==> config.mk <==
export PLATFORM = sky130hd
export DESIGN_NAME = cpm_clock_ctrl
export DESIGN_NICKNAME = d
export VERILOG_FILES = /design/src/cpm_pkg.sv /design/src/cpm_presc_if.sv /design/src/cpm_presc.sv /design/src/cpm_clock_ctrl.sv
export SDC_FILE = /design/constraint.sdc
export NUM_CORES = 1
export LEC_CHECK = 0
export ABC_AREA = 1
export ABC_CLOCK_PERIOD_IN_PS = 5600
export BUFFER_PORTS_ARGS = -buffer_cell sky130_fd_sc_hd__buf_2
export CORE_MARGIN = 3
export CORE_UTILIZATION = 25
export DETAILED_ROUTE_END_ITERATION = 10
export GPL_ROUTABILITY_DRIVEN = 0
export SLEW_MARGIN = 20
export SYNTH_ARGS = -nofsm -noshare
export SYNTH_HDL_FRONTEND = slang
export SYNTH_HIERARCHICAL = 1
export SYNTH_SLANG_ARGS = --single-unit
==> constraint.sdc <==
create_clock -name i_ref_clk -period 5.6 [get_ports i_ref_clk]
set_input_delay 0.56 -clock i_ref_clk [delete_from_list [all_inputs] [get_ports i_ref_clk]]
set_output_delay 0.56 -clock i_ref_clk [all_outputs]
set_load 0.01 [all_outputs]
==> src/cpm_pkg.sv <==
// shared constants and types for the clock prescaler and power mode block
package cpm_pkg;
  localparam int PRESC_W = 13;
  localparam logic [12:0] PRESC_RST = 13'h0000;
  localparam int DIV_SEL_W = 3;
  localparam int WAIT_SEL_W = 3;
  localparam int TAP_SEL_W = 4;
  localparam int WAIT_CNT_W = 18;
  // least settle time in microseconds and the cycles it needs at 100 MHz
  localparam int CLK_MHZ = 100;
  localparam int SETTLE_US = 6500;
  localparam int SETTLE_CYC = SETTLE_US * CLK_MHZ;
  // wait lengths in states selected by the standby wait field
  localparam logic [17:0] WAIT_0 = 18'h02000;
  localparam logic [17:0] WAIT_1 = 18'h04000;
  localparam logic [17:0] WAIT_2 = 18'h08000;
  localparam logic [17:0] WAIT_3 = 18'h10000;
  localparam logic [17:0] WAIT_4 = 18'h20000;
  localparam logic [17:0] WAIT_5 = 18'h00400;
  localparam logic [17:0] WAIT_6 = 18'h00080;
  localparam logic [17:0] WAIT_7 = 18'h00010;
  // one-hot operating modes
  typedef enum logic [4:0] {
    CPM_ACTIVE   = 5'h01,
    CPM_SLEEP    = 5'h02,
    CPM_STANDBY  = 5'h04,
    CPM_SUBSLEEP = 5'h08,
    CPM_WAKEWAIT = 5'h10
  } cpm_mode_e;
endpackage

==> src/cpm_presc_if.sv <==
// prescaler link between the mode controller and the prescaler counter
`timescale 1ns/1ns
interface cpm_presc_if;
  logic tick;
  logic clear;
  logic [12:0] count;
  modport ctrl (output tick, output clear, input count);
  modport cnt (input tick, input clear, output count);
endinterface

==> src/cpm_presc.sv <==
// 13-bit peripheral prescaler counter
`timescale 1ns/1ns
module cpm_presc
  import cpm_pkg::*;
(
  input wire logic i_ref_clk,
  input wire logic i_rst_b,
  cpm_presc_if.cnt bus
);
  logic [PRESC_W-1:0] count_r;
  logic [PRESC_W-1:0] count_nxt;

  // clear beats counting so standby always leaves zero
  assign count_nxt = bus.clear ? PRESC_RST :
                     (bus.tick ? count_r + 13'h0001 : count_r); // RL1
  assign bus.count = count_r;

  // count register, zero from reset
  always_ff @(posedge i_ref_clk or negedge i_rst_b) begin
    if (!i_rst_b) count_r <= PRESC_RST; // RL2
    else count_r <= count_nxt;
  end
endmodule // cpm_presc

==> src/cpm_clock_ctrl.sv <==
// clock prescaler and power mode controller top
//
// Overview of operation
// RL1: prescaler is a 13-bit counter advancing once per system clock period.
// RL2: reset clears the prescaler; counting starts right after reset release.
// RL3: in standby or subsleep the clock stops and prescaler returns to zero.
// RL4: software has no read or write path to the prescaler count.
// RL5: prescaler offers divided clocks from clock/2 down to clock/8192.
// RL6: each peripheral picks its own division ratio independently.
// RL7: in active and sleep, prescaler input is clock divided by div select.
// RL8: five modes: active, sleep, standby, subsleep and module standby.
// RL9: active mode clocks the CPU and all peripherals.
// RL10: sleep mode halts the CPU, peripherals keep running.
// RL11: standby and subsleep halt CPU and peripherals; subsleep holds ports.
// RL12: each unused peripheral may be halted alone in module standby.
// RL13: sleep instruction enters sleep if standby select is 0, else standby.
// RL14: interrupt exit from standby waits a time chosen by wait select.
// RL15: separate clock enables for CPU and each peripheral module.
`timescale 1ns/1ns
module cpm_clock_ctrl
  import cpm_pkg::*;
#(
  parameter int NUM_MOD = 4,
  parameter logic [17:0] WAIT_SCALE = 18'h00001
) (
  input wire logic i_ref_clk,
  input wire logic i_rst_b,
  input wire logic i_sleep_req,
  input wire logic i_subsleep_req,
  input wire logic i_standby_select,
  input wire logic i_wake_irq,
  input wire logic [2:0] i_active_clock_div_sel,
  input wire logic [2:0] i_standby_wait_sel,
  input wire logic [NUM_MOD-1:0] i_mod_standby,
  input wire logic [NUM_MOD*TAP_SEL_W-1:0] i_mod_tap_sel,
  output logic o_cpu_clk_en,
  output logic [NUM_MOD-1:0] o_mod_clk_en,
  output logic [NUM_MOD-1:0] o_mod_tick,
  output logic o_clock_pulse_gen_run,
  output logic o_port_hold,
  output logic [4:0] o_mode
);
  // refuse shapes the logic cannot serve
  initial begin
    if (NUM_MOD < 1 || NUM_MOD > 32) begin
      $error("NUM_MOD must lie between 1 and 32");
    end
    if (WAIT_SCALE == 18'h00000) begin
      $error("WAIT_SCALE must be non-zero");
    end
  end

  // wait length in states for a given select code
  function automatic logic [17:0] wait_len(input logic [2:0] sel);
    case (sel)
      3'h0: wait_len = WAIT_0;
      3'h1: wait_len = WAIT_1;
      3'h2: wait_len = WAIT_2;
      3'h3: wait_len = WAIT_3;
      3'h4: wait_len = WAIT_4;
      3'h5: wait_len = WAIT_5;
      3'h6: wait_len = WAIT_6;
      default: wait_len = WAIT_7;
    endcase
  endfunction

  // rising-edge detect of one prescaler bit for tap 1..13
  function automatic logic tap_tick(input logic [12:0] cur,
                                    input logic [12:0] prev,
                                    input logic [3:0] sel);
    logic [3:0] idx;
    idx = (sel == 4'h0) ? 4'h0 : sel - 4'h1;
    if (sel == 4'h0 || sel > 4'hD) tap_tick = 1'b0;
    else tap_tick = cur[idx] & ~prev[idx];
  endfunction

  cpm_presc_if pif ();
  cpm_mode_e mode_r, mode_nxt;
  logic [2:0] div_cnt_r, div_cnt_nxt;
  logic [17:0] wait_r, wait_nxt;
  logic [12:0] prev_r;
  logic cpu_en_r, run_r, hold_r;
  logic [NUM_MOD-1:0] mod_en_r, tick_r;
  logic [NUM_MOD-1:0] mod_en_nxt, tick_nxt;
  logic halted, per_run, div_hit, wait_done;
  logic [2:0] div_lim;

  // the counter itself; no bus port reaches it
  cpm_presc u_presc (
    .i_ref_clk (i_ref_clk),
    .i_rst_b (i_rst_b),
    .bus (pif.cnt)
  ); // RL4

  // mode state decoding
  assign halted = (mode_r == CPM_STANDBY) || (mode_r == CPM_SUBSLEEP) ||
                  (mode_r == CPM_WAKEWAIT);
  assign per_run = (mode_r == CPM_ACTIVE) || (mode_r == CPM_SLEEP); // RL9
  assign wait_done = (wait_r == 18'h00000);

  // divide the system clock by 2^sel for sel 0..2 before the prescaler input; codes above 2 pass it undivided
  assign div_lim = (3'h1 << i_active_clock_div_sel[1:0]) - 3'h1;
  assign div_hit = (i_active_clock_div_sel == 3'h0) ||
                   (div_cnt_r >= div_lim) ||
                   (i_active_clock_div_sel > 3'h2); // RL7
  assign div_cnt_nxt = (halted || div_hit) ? 3'h0 : div_cnt_r + 3'h1;
  assign pif.tick = per_run & div_hit; // RL1 RL7
  assign pif.clear = halted; // RL3

  // mode transitions; sleep entry chooses by standby select
  always_comb begin
    mode_nxt = mode_r;
    wait_nxt = wait_r;
    case (mode_r)
      CPM_ACTIVE: begin
        if (i_subsleep_req) mode_nxt = CPM_SUBSLEEP;
        else if (i_sleep_req && i_standby_select)
          mode_nxt = CPM_STANDBY; // RL13
        else if (i_sleep_req) mode_nxt = CPM_SLEEP; // RL13
      end
      CPM_SLEEP: begin
        if (i_wake_irq) mode_nxt = CPM_ACTIVE; // RL10
      end
      CPM_STANDBY: begin
        if (i_wake_irq) begin
          mode_nxt = CPM_WAKEWAIT;
          wait_nxt = 18'(wait_len(i_standby_wait_sel) * WAIT_SCALE); // RL14
        end
      end
      CPM_SUBSLEEP: begin
        if (i_wake_irq) mode_nxt = CPM_ACTIVE; // RL11
      end
      CPM_WAKEWAIT: begin
        if (wait_done) mode_nxt = CPM_ACTIVE; // RL14
        else wait_nxt = wait_r - 18'h00001;
      end
      default: mode_nxt = CPM_ACTIVE;
    endcase
  end

  // per-module enables and independently chosen taps
  always_comb begin
    mod_en_nxt = '0;
    tick_nxt = '0;
    for (int m = 0; m < NUM_MOD; m++) begin
      mod_en_nxt[m] = per_run & ~i_mod_standby[m]; // RL12 RL15
      tick_nxt[m] = mod_en_nxt[m] &
        tap_tick(pif.count, prev_r,
                 i_mod_tap_sel[m*TAP_SEL_W +: TAP_SEL_W]); // RL5 RL6
    end
  end

  // state and counters
  always_ff @(posedge i_ref_clk or negedge i_rst_b) begin
    if (!i_rst_b) begin
      mode_r <= CPM_ACTIVE; // RL2 RL8
      wait_r <= 18'h00000;
      div_cnt_r <= 3'h0;
      prev_r <= PRESC_RST;
    end else begin
      mode_r <= mode_nxt;
      wait_r <= wait_nxt;
      div_cnt_r <= div_cnt_nxt;
      prev_r <= pif.count;
    end
  end

  // registered outputs; cpu runs only in active mode
  always_ff @(posedge i_ref_clk or negedge i_rst_b) begin
    if (!i_rst_b) begin
      cpu_en_r <= 1'b0;
      mod_en_r <= '0;
      tick_r <= '0;
      run_r <= 1'b0;
      hold_r <= 1'b0;
    end else begin
      cpu_en_r <= (mode_nxt == CPM_ACTIVE); // RL9 RL10 RL15
      mod_en_r <= mod_en_nxt; // RL11
      tick_r <= tick_nxt;
      run_r <= ~halted; // RL3
      hold_r <= (mode_nxt == CPM_SUBSLEEP); // RL11
    end
  end

  assign o_cpu_clk_en = cpu_en_r;
  assign o_mod_clk_en = mod_en_r;
  assign o_mod_tick = tick_r;
  assign o_clock_pulse_gen_run = run_r;
  assign o_port_hold = hold_r;
  assign o_mode = mode_r;
endmodule // cpm_clock_ctrl

==> results.tsv <==
metric	value	unit
critical path startpoint category	flip-flop	
Sw Pwr	0.000673	W
Post CTS Setup Buffer Count	0	
drt drc	0	
Setup TNS Final	0	ns
CP Max Fanout	26	
area share of fa/ha/maj cells after synthesis	1.79	%
Synth Flop Type	dfrtp_1	
core occupancy in the finished layout	30.6	%
Slew Viols, Final	0	
Max Fclk	429	MHz
Post-Syn Area	4190	um2
unrepaired setup endpoints after global routing	no	
# IOs	48	
initial antenna violation count	0	
DRT iter0 DRCs	183	
hold buffer count at CTS	0	
Arrival @ worst endpoint	2.56	ns
area of the multi-input gates	2250	um2
run status	finished clean	
Post-DP HPWL	7230	um
Global Route met3 Usage	2.75	%
Resize count post-CTS	0	
async set-or-reset flop fraction in the synthesized netlist	100	%
Compound-Gate Fraction of Synth Area	7.67	%
post-layout min period	2.33	ns
drt first pass iters	5	
Worst-Margin Slew	0.843	ns
pre-CTS setup slack	2.99	ns
CTS Buffer Depth	2	
number of synthesized register bits	63	
worst reg2reg endpoint	wait_r[4]$_DFFE_PN0P_	
post-synth cell types	38	
CTS Buf Count	9	
clk sinks	63	
Die Footprint	18400	um2
Setup-failing EPs final	0	
largest family of logic cells by synthesized area	simple AND/OR/NAND/NOR gates	
mux contribution to synthesized area	0	%
setup ws final	3.27	ns
Seq/Total Area, Yosys	37.6	%
cell internal pwr	0.00111	W
crit end category	flip-flop	
row count	46	
Via-to-Cell Ratio	4.40	
Detail Route Antenna Nets	0	
Max-cap violations	0	
Initial Utilization	25.9	%
die height	136	um
Layout area overhead	18.2	%
Syn. warnings	6	
Seq pwr share	36.4	%
CTS tree	done	
die width	136	um
Peak VDD IR	0.168	mV
vias in the first global route	3499	
final WL	9740	um
Filler cells	1770	
Layout Nets	707	
Ant. Diodes	0	
largest net degree at the start of global routing	64	
most frequent cells in the layout	nand2_1 (155), nor2_1 (104), nand3_1 (86), inv_1 (79), dfrtp_1 (62)	
final hold vios	0	
Pleak	2.47	nW
Post-Synth Simple-Gate Area	42.3	%
first-pass GRT wire length	16200	um
reg2reg start	o_mode[1]$_DFF_PN0_	
H-tree lvl count	3	
port bufs	47	
Mapped Nets	653	
power per cell area	360	nW/um2
Mean Syn Cell Area	6.82	um2
core area	16200	um2
most common cell after layout, fill and taps aside	nand2_1	
share of cells above drive strength 1	16.5	%
critical path class	reg -> reg	
Slew HR	43.8	%
met1 usage	14.3	%
gr busiest metal	met2	
Via Count	3919	
clk root buf	clkbuf_16	
final period utilization	41.7	%
XOR/XNOR Fraction of Synth Area	1.88	%
reg2reg path depth	8	
number of enable flip-flop cells after synthesis	0	
met2 GRT Util	17.3	%
Clock Latency Late Sink	0.33	ns
DR WL/cell	10.9	um
Worst EP required	5.82	ns
Reg2Reg Setup Slack	3.27	ns
Net Sw Frac	37.8	%
combinational share of power	32.4	%
Hold/Removal Path Class	in -> async	
Synth Instances	615	
total gr overflow	0	
gr usage total	10.8	%
clock power share	31.2	%
clk_skew	0.00614	ns
Reg clk slew, reported paths	0.06	ns
storage element area	1580	um2
[cell families after synthesis]
kind of cell,after synthesis
compound gates,52
xor+xnor,9
fa+ha+maj,6
buf+inv,89
flops,63
simple gates,396
[layout make-up]
cell class / count / area share, %
multi-input cells: 463 / 45.4
flip-flops and latches: 63 / 31.8
inverters: 84 / 6.41
well taps: 216 / 5.45
repair buffers: 48 / 4.90
clock buffers: 9 / 4.54
clock inverters: 7 / 1.49
[through the flow]
step           power, W  hold WS (ns)  instances  area (um2)
5_1_grt         0.00192         0.414        890        4960
3_5_place_dp    0.00124         0.396        874        4660
3_3_place_gp    0.00123         0.392        874        4660
6_report        0.00178         0.380        890        4960
2_1_floorplan   0.00107         0.264        615        4190
4_1_cts         0.00181         0.409        890        4960
[power groups by stage]
stage	Combinational [W]	Clock (W)	Sequential, W
global route	0.000661	0.000593	0.000662
floorplan	0.000417	0	0.000655
CTS	0.000583	0.000576	0.000649
global placement	0.000579	0	0.000654
detailed placement	0.000580	0	0.000656
finish	0.000577	0.000556	0.000649
[flip-flops by register name, indices dropped and copies added, names as in the netlist]
register,cells
u_presc/bus.count,13
prev_r,13
o_mod_clk_en,4
o_cpu_clk_en,1
o_port_hold,1
o_clock_pulse_gen_run,1
o_mode,5
o_mod_tick,4
div_cnt_r,3
wait_r,18
[routing by layer]
layer  wire length, um  vias up
li1                  -     2076
met1              4880     1738
met2              4270       89
met3               419       16
met4               162        0
met5                 0        -
[Yosys cell counts (3+ instances only)]
master   number  area, um2
xor2_1        7       61.3
or2_2         3       18.8
nor2_1      104        390
nor2_2       10       62.6
inv_1        79        297
o21ai_2       7       61.3
ha_1          6       75.1
o21ai_0      22        110
o21a_1        4       30.0
inv_2         4       15.0
nand2_2      10       62.6
or2_1         4       25.0
a21oi_1       9       45.0
dfrtp_1      62       1550
nor2_4        4       45.0
nand2_1     155        582
nand3_2       3       30.0
nand4_1      10       62.6
nand3_1      86        430
[worst max-delay path, cell delays in order (launching register included)]
cell,delay (ns)
dfrtp_1,0.41
nor2_1,0.19
nand3_1,0.45
inv_2,0.47
nand2_4,0.11
nand2_4,0.30
o21ai_0,0.16
nand2_1,0.09
nand2_1,0.04
[how the worst max path moves through the flow]
stage | start | to | cells past startpoint
floorplan | i_active_clock_div_sel[1] | u_presc/bus.count[9]$_DFFE_PN0P_ | 13
global placement | i_active_clock_div_sel[1] | u_presc/bus.count[7]$_DFFE_PN0P_ | 13
detailed placement | i_active_clock_div_sel[1] | u_presc/bus.count[7]$_DFFE_PN0P_ | 13
CTS | o_mode[1]$_DFF_PN0_ | wait_r[4]$_DFFE_PN0P_ | 8
global route | i_active_clock_div_sel[1] | u_presc/bus.count[9]$_DFFE_PN0P_ | 14
finish | o_mode[1]$_DFF_PN0_ | wait_r[4]$_DFFE_PN0P_ | 8
No activity file was read; power rests on OpenSTA's default activity.
